File: config.mk
export PLATFORM = sky130hd
export DESIGN_NAME = smmcg_gate
export DESIGN_NICKNAME = d
export VERILOG_FILES = /design/src/hdl/smmcg_pkg.sv /design/src/hdl/smmcg_gate.sv
export SDC_FILE = /design/constraint.sdc
export NUM_CORES = 1
export LEC_CHECK = 0
export ABC_AREA = 1
export BUFFER_PORTS_ARGS = -buffer_cell sky130_fd_sc_hd__buf_2
export CAP_MARGIN = 20
export CORE_MARGIN = 2
export CORE_UTILIZATION = 45
export CTS_BUF_LIST = sky130_fd_sc_hd__clkbuf_8 sky130_fd_sc_hd__clkbuf_16
export DETAILED_ROUTE_END_ITERATION = 10
export PLACE_DENSITY = 0.76
export SYNTH_ARGS = -nofsm -noshare
export SYNTH_HDL_FRONTEND = slang
export SYNTH_SLANG_ARGS = --single-unit
File: constraint.sdc
create_clock -name ref_clk_i -period 1.7 [get_ports ref_clk_i]
set_input_delay 0.17 -clock ref_clk_i [delete_from_list [all_inputs] [get_ports ref_clk_i]]
set_output_delay 0.17 -clock ref_clk_i [all_outputs]
set_load 0.02 [all_outputs]
File: src/hdl/smmcg_pkg.sv
// Package of constants and types for the secure module mode command gate.
package smmcg_pkg;

	// Operating modes of the module.
	typedef enum logic [2:0] {
		SMMCG_BOOT     = 3'h0,
		SMMCG_RESTRICT = 3'h1,
		SMMCG_FULL     = 3'h2,
		SMMCG_SHUTDOWN = 3'h3,
		SMMCG_FAILURE  = 3'h4,
		SMMCG_REDUCED  = 3'h5
	} smmcg_mode_t;

	// Command classes as decoded by the command parser in front of this gate.
	typedef enum logic [3:0] {
		SMMCG_CMD_OTHER       = 4'h0,
		SMMCG_CMD_GETCAP      = 4'h1,
		SMMCG_CMD_GETTEST     = 4'h2,
		SMMCG_CMD_SELFTEST    = 4'h3,
		SMMCG_CMD_STARTUP     = 4'h4,
		SMMCG_CMD_UPD_BEGIN   = 4'h5,
		SMMCG_CMD_UPD_CHUNK   = 4'h6,
		SMMCG_CMD_KEYGEN      = 4'h7,
		SMMCG_CMD_ZEROIZE     = 4'h8,
		SMMCG_CMD_PLAINTEXT   = 4'h9,
		SMMCG_CMD_DATA        = 4'hA
	} smmcg_cmd_t;

	// Self-test bit positions in the test vectors.
	localparam int SMMCG_T_SHS   = 0;
	localparam int SMMCG_T_HMAC  = 1;
	localparam int SMMCG_T_AES   = 2;
	localparam int SMMCG_T_DRBG  = 3;
	localparam int SMMCG_T_KDF   = 4;
	localparam int SMMCG_T_TDES  = 5;
	localparam int SMMCG_T_HWI   = 6;
	localparam int SMMCG_T_FWI   = 7;
	localparam int SMMCG_T_NDRNG = 8;
	localparam int SMMCG_T_RSA   = 9;
	localparam int SMMCG_T_ECDH  = 10;
	localparam int SMMCG_T_ECDSA = 11;
	localparam int SMMCG_NTESTS  = 12;

	// Test sets run in the restricted mode and added in the full mode.
	localparam logic [11:0] SMMCG_SET_RESTRICT = 12'h1FF;
	localparam logic [11:0] SMMCG_SET_FULL     = 12'hFFF;
	localparam logic [11:0] SMMCG_TESTS_RST    = 12'h000;

	// Error codes returned by the gate.
	localparam logic [11:0] SMMCG_RC_SUCCESS      = 12'h000;
	localparam logic [11:0] SMMCG_RC_FAILURE      = 12'h101;
	localparam logic [11:0] SMMCG_RC_LEGACY_FAIL  = 12'h01C;
	localparam logic [11:0] SMMCG_RC_COMMAND_CODE = 12'h143;

	// Command request carried from the parser.
	typedef struct packed {
		smmcg_cmd_t cmd;
		logic       legacy;
		logic       full_test;
		logic       restore_fw;
		logic       struct_ok;
		logic       auth_ok;
		logic       blob_ok;
	} smmcg_req_t;

	// Response status sent back to the output framer.
	typedef struct packed {
		logic        accept;
		logic [11:0] code;
		logic        has_data;
	} smmcg_rsp_t;

endpackage : smmcg_pkg

File: src/hdl/smmcg_gate.sv
// Operating-mode state machine and command gate of the secure module.
//
// Notes on behaviour
// - Power-up enters restricted mode, limited services.
// - Full mode only after full self-test command.
// - Restricted mode runs the nine basic self-tests.
// - Full mode adds signature and key-agreement tests.
// - Boot firmware check failure loops reset until a power cycle.
// - Any self-test failure other than firmware integrity enters failure mode.
// - Failure mode accepts capability, test-result, legacy startup.
// - Failure mode rejects others with 0x101 or 0x1C.
// - Failed firmware upgrade commands enter reduced mode.
// - Reduced mode allows update, query, self-test; else 0x143.
// - Successful restoring update-begin leaves reduced mode.
// - Key generation or zeroize gates data, keeps status.
// - Data path connects only for data-carrying responses.
// - No data output during error or self-test.
// - Inputs separated by per-command structure parsing.
// - Outputs separated by per-command response structure.
// - Plaintext needs structure, authorization, blob decrypt checks.
`timescale 1ns/1ns
`default_nettype none

module smmcg_gate (
	input  wire logic                  ref_clk_i,
	input  wire logic                  rstn_i,
	input  wire logic                  por_i,
	input  wire logic                  boot_done_i,
	input  wire logic                  boot_fw_ok_i,
	input  wire logic                  req_valid_i,
	input  wire smmcg_pkg::smmcg_req_t req_i,
	input  wire logic                  test_done_i,
	input  wire logic [11:0]           test_fail_i,
	input  wire logic                  upd_error_i,
	input  wire logic                  upd_ok_i,
	input  wire logic                  busy_i,
	output logic                       rsp_valid_o,
	output smmcg_pkg::smmcg_rsp_t      rsp_o,
	output logic                       data_en_o,
	output logic                       status_en_o,
	output logic                       test_start_o,
	output logic [11:0]                test_set_o,
	output logic                       hw_reset_o,
	output logic [2:0]                 mode_o
);
	import smmcg_pkg::*;

	// Two-stage synchronisers for the asynchronous power-on and boot inputs.
	logic [1:0]  por_sync_ff;
	logic [1:0]  bdone_sync_ff;
	logic [1:0]  bfw_sync_ff;
	logic        por_q;
	logic        bdone_q;
	logic        bfw_q;
	logic        por_d_ff;

	smmcg_mode_t mode_ff;
	smmcg_mode_t nxt_mode;
	logic        testing_ff;
	logic        keyop_ff;
	logic        rsp_valid_ff;
	smmcg_rsp_t  rsp_ff;
	smmcg_rsp_t  nxt_rsp;
	logic        data_en_ff;
	logic        test_start_ff;
	logic [11:0] test_set_ff;
	logic        hw_reset_ff;
	logic        err_state;
	logic        full_req;
	logic        por_rise;

	// Synchroniser flops; first stages feed only the second stages.
	always_ff @(posedge ref_clk_i or negedge rstn_i) begin
		if (!rstn_i) begin
			por_sync_ff   <= 2'h3; // Idle power level is high.
			bdone_sync_ff <= 2'h0;
			bfw_sync_ff   <= 2'h0;
		end else begin
			por_sync_ff   <= {por_sync_ff[0], por_i};
			bdone_sync_ff <= {bdone_sync_ff[0], boot_done_i};
			bfw_sync_ff   <= {bfw_sync_ff[0], boot_fw_ok_i};
		end
	end
	assign por_q   = por_sync_ff[1];
	assign bdone_q = bdone_sync_ff[1];
	assign bfw_q   = bfw_sync_ff[1];

	// Delayed power-on level; it resets high so leaving reset is never taken for a new power cycle.
	always_ff @(posedge ref_clk_i or negedge rstn_i) begin
		if (!rstn_i) begin
			por_d_ff <= 1'b1;
		end else begin
			por_d_ff <= por_q;
		end
	end

	// Mode is an error state in shutdown and failure.
	assign err_state = (mode_ff == SMMCG_FAILURE) || (mode_ff == SMMCG_SHUTDOWN);
	assign full_req  = req_valid_i && (req_i.cmd == SMMCG_CMD_SELFTEST) && req_i.full_test;
	assign por_rise  = por_q && !por_d_ff;

	// Returns one when a command is allowed in the given mode.
	function automatic logic cmd_allowed(input smmcg_mode_t m, input smmcg_req_t r);
		logic ok;
		ok = 1'b0;
		unique case (m)
			SMMCG_FAILURE: begin
				ok = (r.cmd == SMMCG_CMD_GETCAP) || (r.cmd == SMMCG_CMD_GETTEST) ||
				     (r.legacy && (r.cmd == SMMCG_CMD_STARTUP));
			end
			SMMCG_REDUCED: begin
				ok = (r.cmd == SMMCG_CMD_UPD_BEGIN) || (r.cmd == SMMCG_CMD_UPD_CHUNK) ||
				     (r.cmd == SMMCG_CMD_GETCAP) || (r.cmd == SMMCG_CMD_GETTEST) ||
				     (r.cmd == SMMCG_CMD_SELFTEST);
			end
			SMMCG_RESTRICT: begin
				ok = (r.cmd != SMMCG_CMD_KEYGEN) && (r.cmd != SMMCG_CMD_PLAINTEXT);
			end
			SMMCG_FULL: begin
				ok = 1'b1;
			end
			SMMCG_BOOT, SMMCG_SHUTDOWN: begin
				ok = 1'b0;
			end
			default: begin
				ok = 1'b0;
			end
		endcase
		return ok;
	endfunction

	// Returns one when any self-test other than firmware integrity failed.
	function automatic logic test_failed(input logic [11:0] f);
		return (f & ~(12'h001 << SMMCG_T_FWI)) != 12'h000;
	endfunction

	// Next mode decision.
	always_comb begin
		nxt_mode = mode_ff;
		unique case (mode_ff)
			SMMCG_BOOT: begin
				if (bdone_q && !bfw_q) begin
					nxt_mode = SMMCG_SHUTDOWN;
				end else if (bdone_q) begin
					nxt_mode = SMMCG_RESTRICT;
				end
			end
			SMMCG_SHUTDOWN: begin
				if (por_rise) begin
					nxt_mode = SMMCG_BOOT;
				end
			end
			SMMCG_RESTRICT, SMMCG_FULL: begin
				if (testing_ff && test_done_i && test_failed(test_fail_i)) begin
					nxt_mode = SMMCG_FAILURE;
				end else if (testing_ff && test_done_i && test_fail_i == 12'h000 &&
				             test_set_ff == SMMCG_SET_FULL) begin
					nxt_mode = SMMCG_FULL;
				end else if (upd_error_i) begin
					nxt_mode = SMMCG_REDUCED;
				end
			end
			SMMCG_REDUCED: begin
				if (upd_ok_i && req_i.cmd == SMMCG_CMD_UPD_BEGIN && req_i.restore_fw) begin
					nxt_mode = SMMCG_RESTRICT;
				end else if (testing_ff && test_done_i && test_failed(test_fail_i)) begin
					nxt_mode = SMMCG_FAILURE;
				end
			end
			SMMCG_FAILURE: begin
				nxt_mode = SMMCG_FAILURE;
			end
			default: begin
				nxt_mode = SMMCG_BOOT;
			end
		endcase
	end

	// Mode register; a power cycle restarts the boot sequence from any mode.
	always_ff @(posedge ref_clk_i or negedge rstn_i) begin
		if (!rstn_i) begin
			mode_ff <= SMMCG_BOOT;
		end else if (por_rise) begin
			mode_ff <= SMMCG_BOOT;
		end else begin
			mode_ff <= nxt_mode;
		end
	end

	// Self-test launch: the set depends on the mode and the full request.
	always_ff @(posedge ref_clk_i or negedge rstn_i) begin
		if (!rstn_i) begin
			testing_ff    <= 1'b0;
			test_start_ff <= 1'b0;
			test_set_ff   <= SMMCG_TESTS_RST;
		end else begin
			test_start_ff <= 1'b0;
			if (testing_ff && test_done_i) begin
				testing_ff <= 1'b0;
			end else if (!testing_ff && req_valid_i && req_i.cmd == SMMCG_CMD_SELFTEST &&
			             cmd_allowed(mode_ff, req_i)) begin
				testing_ff    <= 1'b1;
				test_start_ff <= 1'b1;
				if (full_req || mode_ff == SMMCG_FULL) begin
					test_set_ff <= SMMCG_SET_FULL;
				end else begin
					test_set_ff <= SMMCG_SET_RESTRICT;
				end
			end
		end
	end

	// Key generation or zeroization marks the data path busy.
	always_ff @(posedge ref_clk_i or negedge rstn_i) begin
		if (!rstn_i) begin
			keyop_ff <= 1'b0;
		end else if (req_valid_i && (req_i.cmd == SMMCG_CMD_KEYGEN || req_i.cmd == SMMCG_CMD_ZEROIZE) &&
		             cmd_allowed(mode_ff, req_i)) begin
			keyop_ff <= 1'b1;
		end else if (!busy_i) begin
			keyop_ff <= 1'b0;
		end
	end

	// Response builder: acceptance and error code from the mode filter.
	always_comb begin
		nxt_rsp          = '0;
		nxt_rsp.code     = SMMCG_RC_SUCCESS;
		nxt_rsp.accept   = cmd_allowed(mode_ff, req_i);
		if (!nxt_rsp.accept) begin
			if (mode_ff == SMMCG_FAILURE) begin
				nxt_rsp.code = req_i.legacy ? SMMCG_RC_LEGACY_FAIL : SMMCG_RC_FAILURE;
			end else begin
				nxt_rsp.code = SMMCG_RC_COMMAND_CODE;
			end
		end else if (req_i.cmd == SMMCG_CMD_PLAINTEXT &&
		             !(req_i.struct_ok && req_i.auth_ok && req_i.blob_ok)) begin
			nxt_rsp.accept = 1'b0;
			nxt_rsp.code   = SMMCG_RC_FAILURE;
		end
		nxt_rsp.has_data = nxt_rsp.accept &&
		                   (req_i.cmd == SMMCG_CMD_PLAINTEXT || req_i.cmd == SMMCG_CMD_DATA ||
		                    req_i.cmd == SMMCG_CMD_GETCAP || req_i.cmd == SMMCG_CMD_GETTEST);
	end

	// Response register and output path enables.
	always_ff @(posedge ref_clk_i or negedge rstn_i) begin
		if (!rstn_i) begin
			rsp_valid_ff <= 1'b0;
			rsp_ff       <= '0;
			data_en_ff   <= 1'b0;
		end else begin
			rsp_valid_ff <= req_valid_i && (mode_ff != SMMCG_BOOT) && (mode_ff != SMMCG_SHUTDOWN);
			rsp_ff       <= nxt_rsp;
			data_en_ff   <= req_valid_i && nxt_rsp.has_data && !err_state && !testing_ff &&
			                !keyop_ff;
		end
	end

	// Shutdown mode drives the hardware reset loop.
	always_ff @(posedge ref_clk_i or negedge rstn_i) begin
		if (!rstn_i) begin
			hw_reset_ff <= 1'b0;
		end else begin
			hw_reset_ff <= (nxt_mode == SMMCG_SHUTDOWN) && !por_rise;
		end
	end

	// Outputs come straight from flops; status path enabled with every valid response.
	assign rsp_valid_o  = rsp_valid_ff;
	assign rsp_o        = rsp_ff;
	assign data_en_o    = data_en_ff;
	assign status_en_o  = rsp_valid_ff;
	assign test_start_o = test_start_ff;
	assign test_set_o   = test_set_ff;
	assign hw_reset_o   = hw_reset_ff;
	assign mode_o       = mode_ff;

	// Checks of the mode and output behaviour.
	a_fail_code: assert property (@(posedge ref_clk_i) disable iff (!rstn_i)
		req_valid_i && mode_ff == SMMCG_FAILURE && req_i.cmd == SMMCG_CMD_OTHER && !req_i.legacy
		|=> rsp_valid_o && rsp_o.code == SMMCG_RC_FAILURE)
		else $error("failure mode code wrong");
	a_legacy_code: assert property (@(posedge ref_clk_i) disable iff (!rstn_i)
		req_valid_i && mode_ff == SMMCG_FAILURE && req_i.cmd == SMMCG_CMD_OTHER && req_i.legacy
		|=> rsp_o.code == SMMCG_RC_LEGACY_FAIL)
		else $error("legacy failure code wrong");
	a_fail_allow: assert property (@(posedge ref_clk_i) disable iff (!rstn_i)
		req_valid_i && mode_ff == SMMCG_FAILURE && req_i.cmd == SMMCG_CMD_GETCAP |=> rsp_o.accept)
		else $error("capability refused in failure mode");
	a_reduced_code: assert property (@(posedge ref_clk_i) disable iff (!rstn_i)
		req_valid_i && mode_ff == SMMCG_REDUCED && req_i.cmd == SMMCG_CMD_OTHER
		|=> rsp_o.code == SMMCG_RC_COMMAND_CODE)
		else $error("reduced mode code wrong");
	a_no_data_err: assert property (@(posedge ref_clk_i) disable iff (!rstn_i)
		$past(err_state) || $past(testing_ff) |-> !data_en_o)
		else $error("data during error or test");
	a_keyop_gate: assert property (@(posedge ref_clk_i) disable iff (!rstn_i)
		keyop_ff |=> !data_en_o)
		else $error("data during key operation");
	a_data_only: assert property (@(posedge ref_clk_i) disable iff (!rstn_i)
		data_en_o |-> rsp_o.has_data && rsp_valid_o)
		else $error("data path without data response");
	a_shutdown_rst: assert property (@(posedge ref_clk_i) disable iff (!rstn_i)
		mode_ff == SMMCG_SHUTDOWN && !por_rise |=> hw_reset_o)
		else $error("reset loop not driven");
	a_shut_silent: assert property (@(posedge ref_clk_i) disable iff (!rstn_i)
		mode_ff == SMMCG_SHUTDOWN |=> !rsp_valid_o)
		else $error("response given in shutdown");
	a_full_gate: assert property (@(posedge ref_clk_i) disable iff (!rstn_i)
		$changed(mode_ff) && mode_ff == SMMCG_FULL |-> $past(test_set_ff) == SMMCG_SET_FULL)
		else $error("full mode without full test");
	a_plain_chk: assert property (@(posedge ref_clk_i) disable iff (!rstn_i)
		req_valid_i && req_i.cmd == SMMCG_CMD_PLAINTEXT && !req_i.auth_ok |=> !rsp_o.accept)
		else $error("plaintext released without auth");
	a_boot_enter: assert property (@(posedge ref_clk_i) disable iff (!rstn_i)
		mode_ff == SMMCG_BOOT && bdone_q && bfw_q && !por_rise |=> mode_ff == SMMCG_RESTRICT)
		else $error("boot did not enter restricted mode");
	a_power_cycle: assert property (@(posedge ref_clk_i) disable iff (!rstn_i)
		por_rise |=> mode_ff == SMMCG_BOOT && !hw_reset_o)
		else $error("power cycle did not restart boot");
	a_restrict_set: assert property (@(posedge ref_clk_i) disable iff (!rstn_i)
		req_valid_i && mode_ff == SMMCG_RESTRICT && req_i.cmd == SMMCG_CMD_SELFTEST &&
		!req_i.full_test && !testing_ff |=> test_start_o && test_set_o == SMMCG_SET_RESTRICT)
		else $error("restricted self-test set wrong");
	a_full_set: assert property (@(posedge ref_clk_i) disable iff (!rstn_i)
		req_valid_i && mode_ff == SMMCG_FULL && req_i.cmd == SMMCG_CMD_SELFTEST && !testing_ff
		|=> test_start_o && test_set_o == SMMCG_SET_FULL)
		else $error("full mode self-test set wrong");
	a_fail_entry: assert property (@(posedge ref_clk_i) disable iff (!rstn_i)
		mode_ff != SMMCG_BOOT && mode_ff != SMMCG_SHUTDOWN && testing_ff && test_done_i &&
		test_failed(test_fail_i) && !upd_ok_i && !por_rise |=> mode_ff == SMMCG_FAILURE)
		else $error("self-test failure missed");
	a_reduced_exit: assert property (@(posedge ref_clk_i) disable iff (!rstn_i)
		mode_ff == SMMCG_REDUCED && upd_ok_i && req_i.cmd == SMMCG_CMD_UPD_BEGIN &&
		req_i.restore_fw && !por_rise |=> mode_ff == SMMCG_RESTRICT)
		else $error("reduced mode not left after restore");
	c_full: cover property (@(posedge ref_clk_i) disable iff (!rstn_i) mode_ff == SMMCG_FULL);
	c_fail: cover property (@(posedge ref_clk_i) disable iff (!rstn_i) mode_ff == SMMCG_FAILURE);
	c_reduced_exit: cover property (@(posedge ref_clk_i) disable iff (!rstn_i)
		mode_ff == SMMCG_REDUCED ##1 mode_ff == SMMCG_RESTRICT);
	c_shutdown: cover property (@(posedge ref_clk_i) disable iff (!rstn_i) hw_reset_o);
	c_keyop_data: cover property (@(posedge ref_clk_i) disable iff (!rstn_i)
		keyop_ff && req_valid_i && req_i.cmd == SMMCG_CMD_DATA);

endmodule : smmcg_gate

`default_nettype wire

## Word-level counts from Yosys, hierarchy flattened

Cells that the tools add are included.
W data, S select, Z words.

- Word-level logic and storage cells: 115
- Output and inout bits: 34
- Bits in registers: 42
- Bits of input ports: 32

- Multiplexer cells: 24
- Bitwise gates (word level): 1
- Reduce and logical (&&, ||, !) cells: 54
- Equality and inequality tests: 21

Operators by type and width:

| cell | count |
|---|---|
| $logic_and A1 B1 Y1 | 28 |
| $mux W3 | 9 |
| $mux W12 | 2 |
| $mux W9 | 2 |
| $eq A4 B3 Y1 const B | 4 |
| $pmux W3 S5 | 1 |
| $mux W13 | 1 |
| $eq A12 B12 Y1 const B | 1 |
| $eq A4 B4 Y1 const B | 3 |
| $logic_not A12 Y1 | 1 |
| $logic_or A1 B1 Y1 | 12 |
| $reduce_bool A12 Y1 | 1 |
| $eq A3 B2 Y1 const B | 3 |
| $eq A4 B2 Y1 const B | 2 |
| $mux W1 | 8 |
| $logic_not A1 Y1 | 7 |
| $eq A3 B3 Y1 const B | 2 |
| $eq A4 B1 Y1 const B | 1 |
| $ne A4 B3 Y1 const B | 1 |
| $ne A4 B4 Y1 const B | 1 |
| $pmux W1 S4 | 1 |
| $eq A3 B1 Y1 const B | 1 |
| $logic_not A3 Y1 | 1 |
| $ne A3 B2 Y1 const B | 1 |
| other kinds (6) | 6 |

## Depth between registers and ports, before layout

- Depth after elaboration: 12
- Gate-level depth with buffers: 11
- Depth with buffers taken out: 11

## Least setup slack after synthesis

OpenSTA, ideal clock, no wires.

- Path type: flip-flop to flip-flop
- From: reg mode_ff[1], in the netlist mode_o[1]
- To: reg test_set_ff[10], in the netlist test_set_o[10]
- Setup time: 0.117 ns
- Arrival: 1.272 ns
- Buffers on the path: 0
- Path slack: 0.311 ns
- Stages on the path, launching flop included: 11
- Data required time: 1.583 ns
- Cells stage by stage: dfrtp_1 -> inv_2 -> nand2_4 -> nor2_4 -> nand2_2 -> o21ai_2 -> nor2_2 -> nand2_4 -> nand2_2 -> nand2_1 -> nand2_1

- Cells in the longest elaborated chain, start to end: 5

RTL lines:

| item | line | source |
|---|---|---|
| start, declared | smmcg_gate.sv:57 | `smmcg_mode_t mode_ff;` |
| start signal, assigned | smmcg_gate.sv:186 | `mode_ff <= nxt_mode;` |
| $eq A3 B2 Y1 (tied with other cells) | smmcg_gate.sv:106, smmcg_gate.sv:204 |  |
| $pmux W1 S4 | smmcg_gate.sv:106 | `unique case (m)` |
| $mux W1 | smmcg_gate.sv:198 | `if (testing_ff && test_done_i) begin` |
| $logic_and A1 B1 Y1 | smmcg_gate.sv:200 | `end else if (!testing_ff && req_valid_i && req_i.cmd == SMMCG_CMD_SELFTEST &&` |
| $reduce_and A2 Y1 (no source line) | - |  |
| end signal, assigned | smmcg_gate.sv:195 | `test_set_ff <= SMMCG_TESTS_RST;` |
| end signal, assigned | smmcg_gate.sv:205 | `test_set_ff <= SMMCG_SET_FULL;` |
| end signal, assigned | smmcg_gate.sv:207 | `test_set_ff <= SMMCG_SET_RESTRICT;` |
| end, declared | smmcg_gate.sv:66 | `logic [11:0] test_set_ff;` |

Parallel ways exist; a longest one is shown, timed or not. The select of a mux whose other input is x is not followed.
A chain may end at the register's enable or synchronous reset.

## Final worst setup path

Ends and elaborated chain as after synthesis.

==> impl_results.html <==
<table>
<tr><th>Metric</th><th>Value</th></tr>
<tr><th colspan="2">CTS</th></tr>
<tr><td>Maximum buffer depth of the clock tree</td><td>2</td></tr>
<tr><td>Clock-pin slew reported for the worst setup and hold paths after clock tree synthesis</td><td>0.07 ns</td></tr>
<tr><td>Clock root buffer</td><td>clkbuf_8</td></tr>
<tr><td>TritonCTS Buffers</td><td>3</td></tr>
<tr><td>Number of H-tree levels</td><td>1</td></tr>
<tr><td>Clock tree sinks</td><td>23</td></tr>
<tr><td>Clock network latency to the later pin of the worst-skew pair</td><td>0.26 ns</td></tr>
<tr><td>TritonCTS clock tree</td><td>built</td></tr>
<tr><th colspan="2">Timing</th></tr>
<tr><td>Post-Route Setup TNS</td><td>0 ns</td></tr>
<tr><td>Worst setup slack after layout</td><td>about 0.30 ns</td></tr>
<tr><td>Highest achievable clock rate</td><td>0.713 GHz</td></tr>
<tr><td>Post-route minimum period</td><td>1.40 ns</td></tr>
<tr><td>Period Utilization, post-route</td><td>0.825</td></tr>
<tr><td>Final number of max-transition violations</td><td>0</td></tr>
<tr><td>Final setup violation count</td><td>0</td></tr>
<tr><td>Setup repair after global routing missed its margin</td><td>false</td></tr>
<tr><td>Count of final hold-check violations</td><td>0</td></tr>
<tr><td>Worst Skew</td><td>about 0.0008 ns</td></tr>
<tr><th colspan="2">Final layout</th></tr>
<tr><td>Area growth from synthesis to layout</td><td>21.3%</td></tr>
<tr><td>Area of the multi-input gates</td><td>504 µm²</td></tr>
<tr><td>Count of fill cells added during filler insertion</td><td>272</td></tr>
<tr><td>Sequential cell area</td><td>579 µm²</td></tr>
<tr><td>Count of inserted antenna diode cells</td><td>0</td></tr>
<tr><td>Ratio of cells with drive above 1 in the final layout</td><td>0.390</td></tr>
<tr><td>Number of nets in the layout</td><td>251</td></tr>
<tr><th colspan="2">Setup path</th></tr>
<tr><td>Crit-path cells</td><td>inv_2 &gt; nand2_4 &gt; nor2_4 &gt; nand2_2 &gt; o21ai_2 &gt; nor2_2 &gt; nand2_4 &gt; nand2_2 &gt; nand2_1 &gt; nand2_1</td></tr>
<tr><td>Worst Setup Start Kind</td><td>flop</td></tr>
<tr><td>Data arrival time of the worst path</td><td>1.56 ns</td></tr>
<tr><td>Worst endpoint required time</td><td>1.85 ns</td></tr>
<tr><td>Setup CP Type</td><td>reg -&gt; reg</td></tr>
<tr><td>Slowest cell on the critical path</td><td>dfrtp_1</td></tr>
<tr><td>Beginning of the worst register-to-register path</td><td>mode_o[1]</td></tr>
<tr><td>Crit path launch</td><td>mode_o[1]</td></tr>
<tr><td>Peak per-stage delay on the critical path</td><td>0.42 ns</td></tr>
<tr><td>Critical path peak fanout</td><td>6</td></tr>
<tr><td>Critical path capture point type</td><td>flop</td></tr>
<tr><th colspan="2">Routing</th></tr>
<tr><td>Average detailed-routed wire length per instance</td><td>approximately 9.6 µm</td></tr>
<tr><td>Violation count after the first detailed-route iteration</td><td>14</td></tr>
<tr><td>Detail Route Antenna Nets</td><td>0</td></tr>
<tr><td>Iteration count of the initial detailed-routing pass</td><td>4</td></tr>
<tr><td>Total number of vias</td><td>1,128</td></tr>
<tr><td>Drt drc</td><td>0</td></tr>
<tr><td>Routed via count divided by cell count</td><td>about 4.5</td></tr>
<tr><td>Aggregate routed wire length</td><td>2.40 mm</td></tr>
<tr><th colspan="2">Power and ir drop</th></tr>
<tr><td>Overall power consumption</td><td>0.00181 W</td></tr>
<tr><td>Largest vdd supply drop</td><td>approximately 0.0011 V</td></tr>
<tr><td>Pwr dens</td><td>between 1000 and 1500 nW/µm²</td></tr>
<tr><td>Pleak</td><td>between 0.8 and 0.9 nW</td></tr>
<tr><th colspan="2">Floorplanning</th></tr>
<tr><td>Floorplan die height</td><td>58.0 µm</td></tr>
<tr><td>Num ports</td><td>66</td></tr>
<tr><td>Core Region</td><td>2760 µm²</td></tr>
<tr><td>Width of the die</td><td>58.0 µm</td></tr>
<tr><td>Initial Utilization</td><td>0.476</td></tr>
<tr><td>Std cell rows</td><td>19</td></tr>
<tr><td>Total die area</td><td>3360 µm²</td></tr>
<tr><th colspan="2">Global routing</th></tr>
<tr><td>Overall global routing resource usage</td><td>0.153</td></tr>
<tr><td>Vias in the first global route</td><td>972</td></tr>
<tr><td>Overflow after GRT</td><td>0</td></tr>
<tr><td>Number of antenna violations at the first check in global routing</td><td>0</td></tr>
<tr><td>Pin count of the biggest net entering global routing</td><td>24</td></tr>
<tr><td>Global-route wire length before repair</td><td>roughly 3.9 mm</td></tr>
<tr><th colspan="2">Placement</th></tr>
<tr><td>Number of buffers inserted by port buffering</td><td>60</td></tr>
<tr><td>Final weighted congestion in routability-driven placement</td><td>about 0.86</td></tr>
<tr><td>Worst-case setup slack after placement</td><td>~0.31 ns</td></tr>
<tr><td>Placed wire-length estimate</td><td>2.00 mm</td></tr>
<tr><th colspan="2">Synth</th></tr>
<tr><td>Leading cell type by number of instances after synthesis</td><td>nand2_1</td></tr>
<tr><td>Fraction of synthesized cell area taken by the top area cell type</td><td>0.381</td></tr>
<tr><td>Top cells by instance count after synthesis</td><td>31 x nand2_1, 23 x inv_1, 22 x nor2_1, 20 x buf_4, 20 x dfrtp_1</td></tr>
<tr><td>Number of warning messages in the yosys log</td><td>0</td></tr>
<tr><td>Netlist area before placement</td><td>between 1000 and 1500 µm²</td></tr>
<tr><td>Main synth FF type</td><td>dfrtp_1</td></tr>
<tr><td>Synthesized area divided by synthesized cell count</td><td>slightly below 8 µm²</td></tr>
<tr><td>Yosys reg bits</td><td>23</td></tr>
<tr><td>Share of flip-flops with an asynchronous set or reset after synthesis</td><td>1.00</td></tr>
<tr><td>Cell taking the most area after synthesis</td><td>dfrtp_1</td></tr>
<tr><td>Area contributors post-synth</td><td>dfrtp_1 38%, buf_4 11%, nand2_1 8.9%</td></tr>
<tr><td>Instance count of the mapped netlist</td><td>167</td></tr>
<tr><td>Part of the Yosys area used for sequential elements</td><td>0.441</td></tr>
<tr><td>Synth unique cells</td><td>23</td></tr>
<tr><td>Number of flops mapped to enable cells by yosys</td><td>0</td></tr>
<tr><th colspan="2">Worst hold path</th></tr>
<tr><td>Startpoint of the lowest-slack hold path</td><td>boot_done_i</td></tr>
<tr><td>Class of the tightest hold or removal check</td><td>in -&gt; reg</td></tr>
<tr><th colspan="2">Job</th></tr>
<tr><td># Max-Cap Violations</td><td>0</td></tr>
<tr><th colspan="2">Status</th></tr>
<tr><td>Run status</td><td>completed</td></tr>
</table>
[registers in the layout, indices dropped and copies added (netlist names)]
| name | cells |
|---|---|
| bfw_sync_ff | 2 |
| bdone_sync_ff | 2 |
| rsp_o | 5 |
| test_set_o | 2 |
| keyop_ff | 1 |
| rsp_valid_o | 1 |
| testing_ff | 1 |
| por_d_ff | 1 |
| mode_o | 3 |
| hw_reset_o | 1 |
| data_en_o | 1 |
| por_sync_ff | 2 |
| test_start_o | 1 |
[report_power, final]
group / internal (W) / total (W) / switching (W) / leakage (nW)
Sequential: 0.000647 / 0.000717 / 0.0000700 / 0.284
Combinational: 0.000269 / 0.000786 / 0.000517 / 0.587
Clock: 0.000161 / 0.000312 / 0.000151 / 0.0269
Total: 0.00108 / 0.00181 / 0.000738 / 0.898
[per-stage QoR]
stage | std cells | hold slack, ns | utilization | instance area (µm²)
2_1_floorplan | 171 | -0.126 | - | 1330
3_3_place_gp | 242 | 0.159 | 0.550 | 1520
3_5_place_dp | 242 | 0.159 | 0.550 | 1520
4_1_cts | 248 | 0.00343 | 0.574 | 1580
5_1_grt | 249 | 0.00435 | 0.577 | 1590
6_report | 249 | 0.0125 | 0.577 | 1590
[worst paths after layout]
kind	end	slack (ns)	cells after the start
worst max-delay path	test_set_o[10]	0.30	10
worst min-delay path	bdone_sync_ff[0]	0.01	1
worst max register to register	test_set_o[10]	0.30	10
worst min register to register	bdone_sync_ff[1]	0.35	0
max in group asynchronous	por_d_ff	0.93	2
min in group asynchronous	rsp_o[0]	0.42	2
[cell usage in the layout (no fill, tap or decap), drive strengths merged]
cell type and count:
dfstp 3, dfrtp 20, a21oi 5, o21bai 1
nand4 1, nor2 28, inv 26, and2 1
o21ai 7, buf 60, o22ai 1, dlygate4sd3 3
clkbuf 3, nand2 38, nor3 2, nand3 14
conb 5
[area by class of cell]
cell class              count  area share
well taps                  31      0.0244
flip-flops and latches     23       0.364
repair buffers             63       0.208
clock buffers               3      0.0259
inverters                  25      0.0590
multi-input cells         103       0.317
clock inverters             1     0.00236
[critical path: cells and delay by family, from the launching register on]
kind,cells,cell delay (ns)
simple gates,8,0.63
flops,1,0.42
compound gates,1,0.12
buf+inv,1,0.11
[timing repair]
item	in CTS	in global routing
hold buffers	2	1
hold endpoints to repair	21	1
gates resized for setup	0	0
setup buffers	0	0
[per-layer routing]
metal,vias up,part of all wire,global-route usage
met5,-,0,0
met2,39,0.50,0.274
met3,4,0.071,0.0513
met1,495,0.42,0.178
li1,590,-,-
met4,0,0.0071,0.0299
[kinds of logic (layout without fill, tap and decap cells)]
logic type,Yosys count,after routing,share of synthesized area
buffers and inverters,45,92,0.186
DFF,23,23,0.441
AOI/OAI and AO/OA,14,14,0.0591
other,1,5,0.00286
and+or+nand+nor,84,84,0.311
(Power assumes the default switching activity.)
